[src/hw/hbp_pkg.sv]
package hbp_pkg;

    // ----------------------------------------------------------------
    // Timing
    // ----------------------------------------------------------------
    localparam int CLK_PERIOD_NS = 5;
    localparam int DT_DELAY_NS   = 125;
    localparam int DT_MIN_NS     = 325;
    localparam int DT_DELAY_CYC  = (DT_DELAY_NS + CLK_PERIOD_NS - 1) / CLK_PERIOD_NS;
    localparam int DT_MIN_CYC    = (DT_MIN_NS + CLK_PERIOD_NS - 1) / CLK_PERIOD_NS;
    localparam int BOOT_OSC_CYC  = 10;

    // ----------------------------------------------------------------
    // Carriers
    // ----------------------------------------------------------------
    typedef struct packed {
        logic osc_ramp_fall;
        logic pwm_trip;
        logic ocp_trip;
        logic latched_disable_input;
        logic comp_below_low;
        logic comp_above_high;
    } hbp_sense_t;

    typedef struct packed {
        logic vcc_uvlo;
        logic vcc_at_start;
        logic vcc_below_restart;
        logic vcc_below_start_hyst;
    } hbp_supply_t;

    typedef enum logic [2:0] {
        PH_OFF   = 3'b000,
        PH_BOOT  = 3'b001,
        PH_LS    = 3'b010,
        PH_DT_HS = 3'b011,
        PH_HS    = 3'b100,
        PH_DT_LS = 3'b101
    } hbp_phase_t;

    typedef enum logic [1:0] {
        PROT_IDLE = 2'b00,
        PROT_WARN = 2'b01,
        PROT_SHUT = 2'b10
    } hbp_prot_t;

    typedef struct packed {
        logic       ramp_d;
        logic       tog;
        hbp_phase_t phase;
        hbp_prot_t  prot;
        logic       warn_stage;
        logic       pwm_done;
        logic       run;
        logic       boot_done;
        logic [3:0] boot_cnt;
        logic       burst;
        logic       dis;
        logic       dis_gen;
        logic       gen_block;
        logic       hs;
        logic       ls;
    } hbp_state_t;

    typedef struct packed {
        logic       ramp_d;
        logic [7:0] meas;
        logic [7:0] ramp_len;
        logic [8:0] cnt;
        logic       busy;
    } hbp_dt_state_t;

endpackage

[src/hw/hbp_dead_timer.sv]
module hbp_dead_timer
    import hbp_pkg::*;
(
    input  wire logic core_clk,
    input  wire logic arst_n,
    input  wire logic ramp,
    input  wire logic start,
    output logic      done
);

    localparam logic [8:0] DELAY_C = 9'(DT_DELAY_CYC);
    localparam logic [8:0] MIN_C   = 9'(DT_MIN_CYC);

    hbp_dt_state_t st_ff;
    hbp_dt_state_t nxt_st;
    logic [8:0]    total;

    // Dead time tracks the last measured falling ramp plus the fixed delay
    always_comb begin
        total = {1'b0, st_ff.ramp_len} + DELAY_C;
        if (total < MIN_C) begin
            total = MIN_C;
        end
    end

    assign done = st_ff.busy && (st_ff.cnt == 9'h000);

    always_comb begin
        nxt_st        = st_ff;
        nxt_st.ramp_d = ramp;
        if (ramp) begin
            if (st_ff.meas != 8'hFF) begin
                nxt_st.meas = st_ff.meas + 8'h01;
            end
        end else if (st_ff.ramp_d) begin
            nxt_st.ramp_len = st_ff.meas;
            nxt_st.meas     = 8'h00;
        end
        if (start) begin
            nxt_st.busy = 1'b1;
            nxt_st.cnt  = total;
        end else if (done) begin
            nxt_st.busy = 1'b0;
        end else if (st_ff.busy) begin
            nxt_st.cnt = st_ff.cnt - 9'h001;
        end
    end

    always_ff @(posedge core_clk or negedge arst_n) begin
        if (!arst_n) begin
            st_ff <= '0;
        end else begin
            st_ff <= nxt_st;
        end
    end

endmodule

[src/hw/hbp_sequencer.sv]
// Operation
// - Current reaching control level ends high-side on-time, at most once per cycle.
// - Sense above 1.5 V flags an overcurrent fault.
// - First fault trip enters a warning state, not shutdown.
// - No trip next cycle returns to idle; a second trip latches shutdown.
// - Overcurrent shutdown holds until supply drops below undervoltage lockout.
// - After that clear, start-up generator stays off until restart level reached.
// - Disable input above 4.5 V shuts down at once into low power.
// - Disable latch clears only by supply undervoltage.
// - While disabled, start-up generator cycles supply between start and start minus 1 V.
// - One oscillator pulse per falling sawtooth ramp.
// - Toggle splits oscillator pulses into alternating odd and even.
// - Even pulse turns low side off, high side on after dead time.
// - Control comparator ends high side; low side on after dead time.
// - Overcurrent comparator ends high side under overload.
// - Next odd pulse forces high side off, duty below 50 %.
// - Switching period equals two oscillator periods.
// - Start-up holds low side for 10 oscillator cycles before high side.
// - Burst resume: first pulse low side, high side after second pulse.
// - Dead time equals falling-ramp duration plus 125 ns.
// - Dead time never below 325 ns.
// - Control below 1.75 V idles drives and oscillator; resume above 1.82 V.
module hbp_sequencer
    import hbp_pkg::*;
#(
    parameter int BOOT_CYCLES = BOOT_OSC_CYC
)
(
    input  wire logic  core_clk,
    input  wire logic  arst_n,
    input  hbp_sense_t sense,
    input  hbp_supply_t supply,
    output logic       hs_drive,
    output logic       ls_drive,
    output logic       startup_generator_enable,
    output logic       osc_run,
    output logic       low_power,
    output logic       ocp_warning,
    output logic       ocp_latched,
    output logic       disable_latched
);

    localparam logic [3:0] BOOT_LAST = 4'(BOOT_CYCLES - 1);

    hbp_state_t s_ff;
    hbp_state_t nxt_s;
    logic       pulse;
    logic       even_p;
    logic       odd_p;
    logic       stop;
    logic       hs_end;
    logic       dt_start;
    logic       dt_done;

    // ----------------------------------------------------------------
    // Clock pulse split
    // ----------------------------------------------------------------
    assign pulse  = sense.osc_ramp_fall && !s_ff.ramp_d && !stop;
    assign even_p = pulse && s_ff.tog;
    assign odd_p  = pulse && !s_ff.tog;

    assign stop   = !s_ff.run || s_ff.burst || s_ff.dis || (s_ff.prot == PROT_SHUT);
    assign hs_end = sense.pwm_trip || sense.ocp_trip || odd_p;

    hbp_dead_timer u_dead_timer (
        .core_clk (core_clk),
        .arst_n   (arst_n),
        .ramp     (sense.osc_ramp_fall),
        .start    (dt_start),
        .done     (dt_done)
    );

    // ----------------------------------------------------------------
    // Next state
    // ----------------------------------------------------------------
    always_comb begin
        nxt_s        = s_ff;
        dt_start     = 1'b0;
        nxt_s.ramp_d = sense.osc_ramp_fall;
        nxt_s.tog    = s_ff.tog ^ pulse;

        // Supply supervision acts as the functional reset of the latches
        if (supply.vcc_uvlo) begin
            nxt_s.run        = 1'b0;
            nxt_s.boot_done  = 1'b0;
            nxt_s.dis        = 1'b0;
            nxt_s.dis_gen    = 1'b0;
            nxt_s.prot       = PROT_IDLE;
            nxt_s.warn_stage = 1'b0;
            if (s_ff.prot == PROT_SHUT) begin
                nxt_s.gen_block = 1'b1;
            end
        end else if (supply.vcc_at_start && !s_ff.gen_block) begin
            nxt_s.run = 1'b1;
        end
        if (supply.vcc_below_restart) begin
            nxt_s.gen_block = 1'b0;
        end

        // Disable latch; generator is pulsed to keep the latch alive
        if (sense.latched_disable_input && !supply.vcc_uvlo) begin
            nxt_s.dis = 1'b1;
        end
        if (s_ff.dis) begin
            if (supply.vcc_below_start_hyst) begin
                nxt_s.dis_gen = 1'b1;
            end else if (supply.vcc_at_start) begin
                nxt_s.dis_gen = 1'b0;
            end
        end

        // Burst hysteresis on the control voltage
        if (sense.comp_below_low) begin
            nxt_s.burst = 1'b1;
        end else if (sense.comp_above_high) begin
            nxt_s.burst = 1'b0;
        end

        // Two-strike overcurrent protection
        if (s_ff.run && !supply.vcc_uvlo) begin
            unique case (s_ff.prot)
                PROT_IDLE: begin
                    if (sense.ocp_trip) begin
                        nxt_s.prot       = PROT_WARN;
                        nxt_s.warn_stage = 1'b0;
                    end
                end
                PROT_WARN: begin
                    if (sense.ocp_trip && s_ff.warn_stage) begin
                        nxt_s.prot = PROT_SHUT;
                    end else if (even_p) begin
                        // A trip spread over the first cycle counts once
                        if (s_ff.warn_stage) begin
                            nxt_s.prot       = PROT_IDLE;
                            nxt_s.warn_stage = 1'b0;
                        end else begin
                            nxt_s.warn_stage = 1'b1;
                        end
                    end
                end
                PROT_SHUT: begin
                    nxt_s.prot = PROT_SHUT;
                end
                default: begin
                    nxt_s.prot = PROT_SHUT;
                end
            endcase
        end

        // Gate drive sequencing
        if (stop) begin
            nxt_s.phase    = PH_OFF;
            nxt_s.hs       = 1'b0;
            nxt_s.ls       = 1'b0;
            nxt_s.tog      = 1'b0;
            nxt_s.pwm_done = 1'b0;
        end else begin
            unique case (s_ff.phase)
                PH_OFF: begin
                    if (pulse) begin
                        nxt_s.ls       = 1'b1;
                        nxt_s.boot_cnt = 4'h0;
                        nxt_s.phase    = s_ff.boot_done ? PH_LS : PH_BOOT;
                    end
                end
                PH_BOOT: begin
                    if (pulse) begin
                        if (s_ff.boot_cnt == BOOT_LAST) begin
                            nxt_s.boot_done = 1'b1;
                            nxt_s.ls        = 1'b0;
                            nxt_s.tog       = 1'b0;
                            nxt_s.phase     = PH_DT_HS;
                            dt_start        = 1'b1;
                        end else begin
                            nxt_s.boot_cnt = s_ff.boot_cnt + 4'h1;
                        end
                    end
                end
                PH_LS: begin
                    if (even_p) begin
                        nxt_s.ls    = 1'b0;
                        nxt_s.phase = PH_DT_HS;
                        dt_start    = 1'b1;
                    end
                end
                PH_DT_HS: begin
                    if (dt_done) begin
                        nxt_s.hs       = 1'b1;
                        nxt_s.pwm_done = 1'b0;
                        nxt_s.phase    = PH_HS;
                    end
                end
                PH_HS: begin
                    if (hs_end) begin
                        nxt_s.hs       = 1'b0;
                        nxt_s.pwm_done = sense.pwm_trip;
                        nxt_s.phase    = PH_DT_LS;
                        dt_start       = 1'b1;
                    end
                end
                PH_DT_LS: begin
                    if (dt_done) begin
                        nxt_s.ls    = 1'b1;
                        nxt_s.phase = PH_LS;
                    end
                end
                default: begin
                    nxt_s.phase = PH_OFF;
                    nxt_s.hs    = 1'b0;
                    nxt_s.ls    = 1'b0;
                end
            endcase
        end
    end

    always_ff @(posedge core_clk or negedge arst_n) begin
        if (!arst_n) begin
            s_ff <= '0;
        end else begin
            s_ff <= nxt_s;
        end
    end

    // ----------------------------------------------------------------
    // Outputs
    // ----------------------------------------------------------------
    assign hs_drive                 = s_ff.hs;
    assign ls_drive                 = s_ff.ls;
    assign startup_generator_enable = s_ff.dis ? s_ff.dis_gen : (!s_ff.run && !s_ff.gen_block);
    assign osc_run                  = !stop;
    assign low_power                = s_ff.dis || s_ff.burst || (s_ff.prot == PROT_SHUT);
    assign ocp_warning              = (s_ff.prot == PROT_WARN);
    assign ocp_latched              = (s_ff.prot == PROT_SHUT);
    assign disable_latched          = s_ff.dis;

    // ----------------------------------------------------------------
    // Checks
    // ----------------------------------------------------------------
    logic [6:0] both_off_cnt_ff;
    logic [3:0] even_gap_ff;

    always_ff @(posedge core_clk or negedge arst_n) begin
        if (!arst_n) begin
            // Drives are off from reset on, so the first turn-on is not a dead-time violation
            both_off_cnt_ff <= 7'h7F;
            even_gap_ff     <= 4'h0;
        end else begin
            if (s_ff.hs || s_ff.ls) begin
                both_off_cnt_ff <= 7'h00;
            end else if (both_off_cnt_ff != 7'h7F) begin
                both_off_cnt_ff <= both_off_cnt_ff + 7'h01;
            end
            if (even_p || stop) begin
                even_gap_ff <= 4'h0;
            end else if (pulse && even_gap_ff != 4'hF) begin
                even_gap_ff <= even_gap_ff + 4'h1;
            end
        end
    end

    chk_no_overlap: assert property (@(posedge core_clk) disable iff (!arst_n)
        !(hs_drive && ls_drive))
        else $error("both drives on together");

    chk_stop_drives: assert property (@(posedge core_clk) disable iff (!arst_n)
        stop |=> !hs_drive && !ls_drive)
        else $error("drive on while stopped");

    chk_dead_min: assert property (@(posedge core_clk) disable iff (!arst_n)
        $rose(hs_drive) || $rose(ls_drive) |-> both_off_cnt_ff >= 7'(DT_MIN_CYC))
        else $error("dead time shorter than minimum");

    chk_pwm_once: assert property (@(posedge core_clk) disable iff (!arst_n)
        s_ff.phase == PH_HS && sense.pwm_trip && !stop |=> !hs_drive ##0 s_ff.pwm_done)
        else $error("pwm trip did not end on-time");

    chk_odd_limit: assert property (@(posedge core_clk) disable iff (!arst_n)
        odd_p && hs_drive |=> !hs_drive)
        else $error("odd pulse did not end on-time");

    chk_even_every: assert property (@(posedge core_clk) disable iff (!arst_n)
        s_ff.boot_done && s_ff.phase != PH_OFF |-> even_gap_ff <= 4'h2)
        else $error("even pulse missing in switching period");

    chk_ocp_warn: assert property (@(posedge core_clk) disable iff (!arst_n)
        s_ff.run && !supply.vcc_uvlo && s_ff.prot == PROT_IDLE && sense.ocp_trip |=> ocp_warning && !ocp_latched)
        else $error("first trip did not warn");

    chk_ocp_shut: assert property (@(posedge core_clk) disable iff (!arst_n)
        !supply.vcc_uvlo && ocp_warning && s_ff.warn_stage && sense.ocp_trip |=> ocp_latched ##1 !hs_drive)
        else $error("second trip did not latch");

    chk_ocp_hold: assert property (@(posedge core_clk) disable iff (!arst_n)
        ocp_latched && !supply.vcc_uvlo |=> ocp_latched)
        else $error("overcurrent latch lost");

    chk_dis_hold: assert property (@(posedge core_clk) disable iff (!arst_n)
        disable_latched && !supply.vcc_uvlo |=> disable_latched && low_power)
        else $error("disable latch lost");

    chk_hiccup_block: assert property (@(posedge core_clk) disable iff (!arst_n)
        ocp_latched && supply.vcc_uvlo && !supply.vcc_below_restart && !disable_latched
        |=> !startup_generator_enable)
        else $error("generator enabled before restart level");

    cov_high_on:   cover property (@(posedge core_clk) disable iff (!arst_n) $rose(hs_drive));
    cov_ocp_shut:  cover property (@(posedge core_clk) disable iff (!arst_n) $rose(ocp_latched));
    cov_warn_back: cover property (@(posedge core_clk) disable iff (!arst_n) $fell(ocp_warning) && !ocp_latched);
    cov_resume:    cover property (@(posedge core_clk) disable iff (!arst_n)
        s_ff.boot_done && $fell(s_ff.burst));

endmodule

[config.mk]
export PLATFORM = sky130hd
export DESIGN_NAME = hbp_sequencer
export DESIGN_NICKNAME = d
export VERILOG_FILES = /design/src/hw/hbp_pkg.sv /design/src/hw/hbp_dead_timer.sv /design/src/hw/hbp_sequencer.sv
export SDC_FILE = /design/constraint.sdc
export NUM_CORES = 1
export LEC_CHECK = 0
export BUFFER_PORTS_ARGS = -buffer_cell sky130_fd_sc_hd__buf_4
export CAP_MARGIN = 20
export CORE_ASPECT_RATIO = 0.7
export CORE_MARGIN = 2
export CORE_UTILIZATION = 45
export DETAILED_ROUTE_END_ITERATION = 10
export PLACE_DENSITY_LB_ADDON = 0.12
export SLEW_MARGIN = 20
export SYNTH_ARGS = -nofsm -noshare
export SYNTH_HDL_FRONTEND = slang
export SYNTH_HIERARCHICAL = 1
export SYNTH_SLANG_ARGS = --single-unit
[constraint.sdc]
create_clock -name core_clk -period 7.25 [get_ports core_clk]
set_clock_uncertainty 0.15 [all_clocks]
set_input_delay 0.725 -clock core_clk [delete_from_list [all_inputs] [get_ports core_clk]]
set_output_delay 0.725 -clock core_clk [all_outputs]
set_load 0.05 [all_outputs]
After elaboration in Yosys (flattened, before gate mapping)
Cells that the tools add are included.

storage, ports and cells
  bits in registers = 46
  bits in latches = 0
  RAM bits = 0
  bits in read-only memories = 0
  bits of input ports = 12
  output and inout port bits = 8
  word-level logic and storage cells = 158
  memories kept = 0

operators by class
  $add $sub $neg = 4
  multiply operators = 0
  div/mod/pow operators = 0
  order comparisons = 1
  equality and inequality tests = 23
  shifts and indexed selects = 0
  mux-type cells = 64
  bitwise operators = 3
  reductions and logical operators = 45

operators with widths
  kind                   number
  $mux W3                10
  $mux W1                29
  $mux W9                3
  $ne A3 B3 Y1 const B   7
  $mux W4                5
  $pmux W3 S6            1
  $reduce_bool A2 Y1     9
  $mux W16               1
  $mux W8                2
  $logic_and A1 B1 Y1    10
  $mux W10               1
  $mux W5                2
  $add A8 B5 Y9 const B  1
  $logic_not A9 Y1       1
  $lt A9 B7 Y1 const B   1
  $sub A9 B1 Y9 const B  1
  $add A8 B1 Y8 const B  1
  $mux W2                4
  $ne A2 B2 Y1 const B   4
  $ne A8 B8 Y1 const B   1
  $pmux W4 S2            1
  $reduce_and A2 Y1      4
  $logic_or A1 B1 Y1     7
  $reduce_and A7 Y1      1
  22 further kinds       33

Longest topological paths before layout
  depth in word-level cells = 13
  depth in mapped cells = 15
  depth with buffers taken out = 13

By module
The synthesis kept the hierarchy.

modules (own cells, without submodules)
  module          times used  cells an instance  area an instance (um2)  seq. area each (um2)
  hbp_dead_timer  1           172                1646.6                  675.6
  hbp_sequencer   1           146                1242.4                  500.5

Least setup slack after synthesis
No wires, ideal clock.

  path kind = flip-flop to flip-flop
  start point = reg s_ff[15] in the netlist's numbering
  end point = reg u_dead_timer/st_ff[1] in the netlist's numbering
  setup time = 0.122 ns
  data arrival time = 3.194 ns
  required time = 6.978 ns
  slack = 3.785 ns
  cell stages (with the launch flop) = 16
  buffers on the path = 2
  period minus slack after synthesis = 3.465 ns
  cell sequence = dfrtp_1 > nor2b_1 > or3_4 > or2_1 > buf_6 > nor2_1 > ha_1 > nor3_1 > nand2b_1 > a21oi_1 > a21oi_1 > nor2_1 > clkbuf_1 > nor2_1 > mux2i_1 > a32o_1

between the ends
  cells in the longest elaborated chain, start to end = 11
  elaborated cells on any way between the ends = 16
  those cells by class = 2 x eq/ne; 6 x mux; 8 x reduce/logical

RTL lines
  what                                                                 RTL line              text
  from (decl)                                                          hbp_sequencer.sv:45   hbp_state_t s_ff;
  from (signal assigned)                                               hbp_sequencer.sv:220  s_ff <= nxt_s;
  $eq A2 B2 Y1 *                                                       -
  named net ocp_latched                                                hbp_sequencer.sv:39   output logic ocp_latched,
  $logic_or A1 B1 Y1 *                                                 hbp_sequencer.sv:62   assign stop = !s_ff.run || s_ff.burst || s_ff.dis || (s_ff.prot == PROT_SHUT);
  $logic_not A1 Y1                                                     hbp_sequencer.sv:58   assign pulse = sense.osc_ramp_fall && !s_ff.ramp_d && !stop;
  $logic_and A1 B1 Y1                                                  hbp_sequencer.sv:58
  $logic_and A1 B1 Y1                                                  hbp_sequencer.sv:60   assign odd_p = pulse && !s_ff.tog;
  $logic_or A1 B1 Y1                                                   hbp_sequencer.sv:63   assign hs_end = sense.pwm_trip || sense.ocp_trip || odd_p;
  $mux W1                                                              hbp_sequencer.sv:194  if (hs_end) begin
  $pmux W1 S3                                                          hbp_sequencer.sv:158  unique case (s_ff.phase)
  $mux W1 *                                                            hbp_sequencer.sv:151  if (stop) begin
  named net dt_start                                                   hbp_sequencer.sv:52   logic dt_start;
  $ne A2 B2 Y1 (no source line) or $reduce_bool A2 Y1 (tied branches)  -
  $reduce_and A2 Y1 (no source line)                                   -
  to (signal assigned)                                                 hbp_dead_timer.sv:53  st_ff <= nxt_st;
  to (decl)                                                            hbp_dead_timer.sv:14  hbp_dt_state_t st_ff;

The timed path passes the listed nets; every way through them passes the cells marked *.
A chain may end at the register's enable or synchronous reset.

Final worst setup path
  start point = reg s_ff[15] in the netlist's numbering
  end point = reg u_dead_timer/st_ff[9] in the netlist's numbering

between the ends
  cells in the longest elaborated chain, start to end = 11
  elaborated cells on any way between the ends = 16
  those cells by class = 2 x eq/ne; 6 x mux; 8 x reduce/logical

RTL lines
  what                                                                 RTL line
  $eq A2 B2 Y1 *                                                       hbp_sequencer.sv:62
  $logic_or A1 B1 Y1 *                                                 hbp_sequencer.sv:62
  $logic_not A1 Y1                                                     hbp_sequencer.sv:58
  $logic_and A1 B1 Y1                                                  hbp_sequencer.sv:58
  $logic_and A1 B1 Y1                                                  hbp_sequencer.sv:60
  $logic_or A1 B1 Y1                                                   hbp_sequencer.sv:63
  $mux W1                                                              hbp_sequencer.sv:194
  $pmux W1 S3                                                          hbp_sequencer.sv:158
  $mux W1 *                                                            hbp_sequencer.sv:151
  named net dt_start                                                   hbp_sequencer.sv:52
  $ne A2 B2 Y1 (no source line) or $reduce_bool A2 Y1 (tied branches)  -
  $reduce_and A2 Y1 (no source line)                                   -

Marks and branches as above.

==> run_results.csv <==
group,metric,value,unit
clocking,h-tree-depth,2,
sta,relSlewSlack,54.7,%
pwr,p_comb_share,23.3,%
sta,setup_slack,3130,ps
sta,fmax,0.243,GHz
cells_and_area,synthToLayoutAreaGrowth,8.84,%
floorplanning,die_height,71.0,µm
clocking,clkTransAtPathRegs,80,ps
setup_path,r2r-end,"u_dead_timer/st_ff[9]$_DFFE_PN0P_",
clocking,clock_sinks,47,
synthesis,synthFlopType,"dfrtp_1",
routing,ant_nets,0,
floorplanning,initial_core_util,46.5,%
synthesis,synth-async-reset-ratio,100,%
grt,grt_pass1_wl,10700,µm
flow_run,cap_viol_max_count,0,
clocking,insertion_delay,300,ps
sta,period_share,56.8,%
cells_and_area,n_fill_cell,591,
sta,finalHoldViolCount,0,
pwr,total_power,677,µW
grt,grt_use_total,18.7,%
placement,pre_cts_ws,3190,ps
setup_path,r2r-start,"s_ff[15]$_DFF_PN0_",
clocking,cts_tree,"built",
sta,setup_viol_count_final,0,
sta,setup_tns,0,ps
synthesis,synth_area,2890,µm²
floorplanning,coreArea,6220,µm²
clocking,cts_resized,0,
sta,final-max-slew-violation-count,0,
clocking,cts_setup_buffers,0,
cells_and_area,nets,350,
floorplanning,rows,24,
setup_path,worstPathMaxFanout,11,
grt,grt_antenna_before_repair,0,
placement,port-buffer-count,19,
placement,dp_hpwl,4380,µm
setup_path,required,7310,ps
synthesis,synthDistinctLibCells,69,
clocking,cts_hold_buf,0,
routing,dr.pass1.iters,4,
hold_path,min_path_type,"in2async",
pwr,power_switching,228,µW
setup_path,cp.arrival,4180,ps
synthesis,synth_area_per_cell,9.08,µm²
sta,period_needed,4120,ps
sta,hold_slack,283,ps
grt,grt-ovfl-total,0,
clocking,clk_path_buf_depth,2,
cells_and_area,post-route-util,50.6,%
sta,tightest_slew,677,ps
synthesis,synth_cells,318,
floorplanning,die_x,99.8,µm
pwr,intPower,448,µW
routing,drt_iter0_drc,150,
synthesis,ys_seq_elements,47,
setup_path,rr_worst_depth,13,
status,status,"finished, final reports clean",
setup_path,startpoint_type,"register",
pwr,seqPwrFrac,52.8,%
clocking,cts_buffers,5,
routing,vias_per_cell,5.75,
pwr,switching_share,33.7,%
routing,wl,6220,µm
synthesis,synth_edf_count,0,
routing,vias,2347,
clocking,cts_root_buf,"clkbuf_8",
placement,gp_congestion,0.805,
routing,drc,0,
cells_and_area,layout-drive-gt1-share,14.2,%
grt,grt_max_degree,48,
synthesis,yosys_warnings,6,
sta,rsz0062_at_grt,"no",
pwr,power_density,215,nW/µm²
pwr,peakVddDrop,0.0909,mV
setup_path,crit_type,"reg2reg",
floorplanning,design.portCount,20,
setup_path,reg2reg_slack,3130,ps
synthesis,yosysSeqAreaShare,40.7,%
setup_path,cp-end-kind,"register",
floorplanning,die-area,7090,µm²
routing,wire_per_inst,15.2,µm
cells_and_area,n_antenna_cell,0,
pwr,clock_power_share,24.0,%
pwr,static-leakage-power,1.30,nW
synthesis,syn_nets,338,
grt,grt_pass1_vias,2169,
==> worst max path at each step <==
stage	slack, ps	cells past startpoint	startpoint	endpoint
after CTS	3140	13	s_ff[15]$_DFF_PN0_	u_dead_timer/st_ff[9]$_DFFE_PN0P_
after global placement	3320	13	s_ff[15]$_DFF_PN0_	u_dead_timer/st_ff[9]$_DFFE_PN0P_
after global routing	2720	13	s_ff[15]$_DFF_PN0_	u_dead_timer/st_ff[9]$_DFFE_PN0P_
after floorplan	3780	15	s_ff[15]$_DFF_PN0_	u_dead_timer/st_ff[1]$_DFFE_PN0P_
final	3130	13	s_ff[15]$_DFF_PN0_	u_dead_timer/st_ff[9]$_DFFE_PN0P_
after detailed placement	3190	13	s_ff[15]$_DFF_PN0_	u_dead_timer/st_ff[9]$_DFFE_PN0P_
==> worst max-delay path, stage by stage, from the launching register on <==
cell and delay (ps):
dfrtp_1 440, nor2b_1 190, or3_4 330, or2_1 380, nor2_1 300, ha_1 200
nor3_1 70, nand2b_1 150, a21oi_1 130, a21oi_1 50, nor2_1 550, clkinv_1 460
or3b_2 550, o21ai_0 90
==> state kept, by name, summed over array words and instances (netlist names) <==
| register | cells |
|---|---|
| disable_latched | 1 |
| hs_drive | 1 |
| ls_drive | 1 |
| s_ff | 17 |
| u_dead_timer/st_ff | 27 |
==> synthesized netlist by cell type, drive strengths merged (2+ instances only) <==
| cell type | number | area [µm²] |
|---|---|---|
| nor4bb | 2 | 20.0 |
| nand2 | 30 | 113 |
| o21ai | 18 | 90.1 |
| nor2b | 8 | 50.1 |
| a211o | 3 | 27.5 |
| nand4 | 3 | 18.8 |
| a32o | 4 | 40.0 |
| mux2 | 9 | 101 |
| mux2i | 5 | 50.1 |
| nor3 | 7 | 35.0 |
| nor3b | 2 | 15.0 |
| nor2 | 31 | 116 |
| or4 | 3 | 22.5 |
| nand3 | 16 | 92.6 |
| xnor2 | 3 | 26.3 |
| a22o | 2 | 17.5 |
| o211ai | 4 | 30.0 |
| a31oi | 4 | 25.0 |
| nor4 | 3 | 18.8 |
| and3b | 2 | 17.5 |
| or4b | 2 | 23.8 |
| or2 | 3 | 18.8 |
| or3 | 3 | 23.8 |
| o311ai | 2 | 17.5 |
| buf | 5 | 38.8 |
| nand2b | 5 | 31.3 |
| ha | 8 | 100 |
| a211oi | 3 | 22.5 |
| nand3b | 3 | 22.5 |
| xor2 | 3 | 26.3 |
| dfrtp | 47 | 1180 |
| a21oi | 19 | 95.1 |
| a22oi | 2 | 15.0 |
| and3 | 2 | 12.5 |
| o31ai | 3 | 36.3 |
| inv | 17 | 66.3 |
| a32oi | 3 | 26.3 |
| o2111ai | 2 | 17.5 |
| clkbuf | 9 | 33.8 |
| o22ai | 2 | 12.5 |
==> logic make-up (layout without fill, tap and decap cells) <==
group	Yosys count	after routing	share of synthesized area (%)
simple gates	129	129	23.9
compound gates	82	82	19.9
flops	47	47	40.7
buf+inv	32	44	4.94
mux	14	14	5.24
fa+ha+maj	8	8	3.46
xor+xnor	6	6	1.82
==> final cells by class <==
cell class | count | area [µm²] | share of cell area [%]
flip-flops and latches | 47 | 1180 | 37.4
repair buffers | 19 | 143 | 4.54
inverters | 18 | 70.1 | 2.23
multi-input cells | 239 | 1570 | 49.9
well taps | 78 | 97.6 | 3.10
clock inverters | 1 | 5.00 | 0.159
clock buffers | 6 | 82.6 | 2.63
==> through the flow <==
step	instances	instance area, µm²
after floorplan	318	2890
after global placement	401	3060
after detailed placement	401	3060
after CTS	408	3140
after global routing	408	3140
final	408	3140
==> placed cells by master, fill, tap and decap left out, drive strengths merged, types with 3 or more instances in the layout <==
cell type and n:
nor4 3, o211ai 4, a21oi 19, a32oi 3
clkbuf 6, nor2b 8, nand2b 5, a32o 4
a31oi 4, xnor2 3, o21ai 18, or3 3
a211o 3, nor3 7, o31ai 3, ha 8
nand2 30, a211oi 3, inv 17, dfrtp 47
mux2i 5, mux2 9, buf 19, xor2 3
nand3 16, or4 3, nand4 3, nand3b 3
or2 3, nor2 31
==> power by group through the flow <==
| stage | clock [mW] | sequential [mW] | combinational [mW] |
|---|---|---|---|
| global route | 0.180 | 0.364 | 0.175 |
| detailed placement | 0 | 0.361 | 0.156 |
| finish | 0.162 | 0.357 | 0.157 |
| CTS | 0.168 | 0.356 | 0.157 |
| floorplan | 0 | 0.345 | 0.124 |
| global placement | 0 | 0.360 | 0.157 |
==> routing by layer <==
metal  global-route usage (%)  vias to the layer above  part of all wire [%]
met5                        0                        -                     0
met4                     3.65                        0                  0.43
met3                     3.75                        2                   3.8
met2                     24.0                       48                    40
met1                     31.8                     1108                    56
li1                         -                     1189                     -
Note: power is estimated with default switching activity, not from simulation.
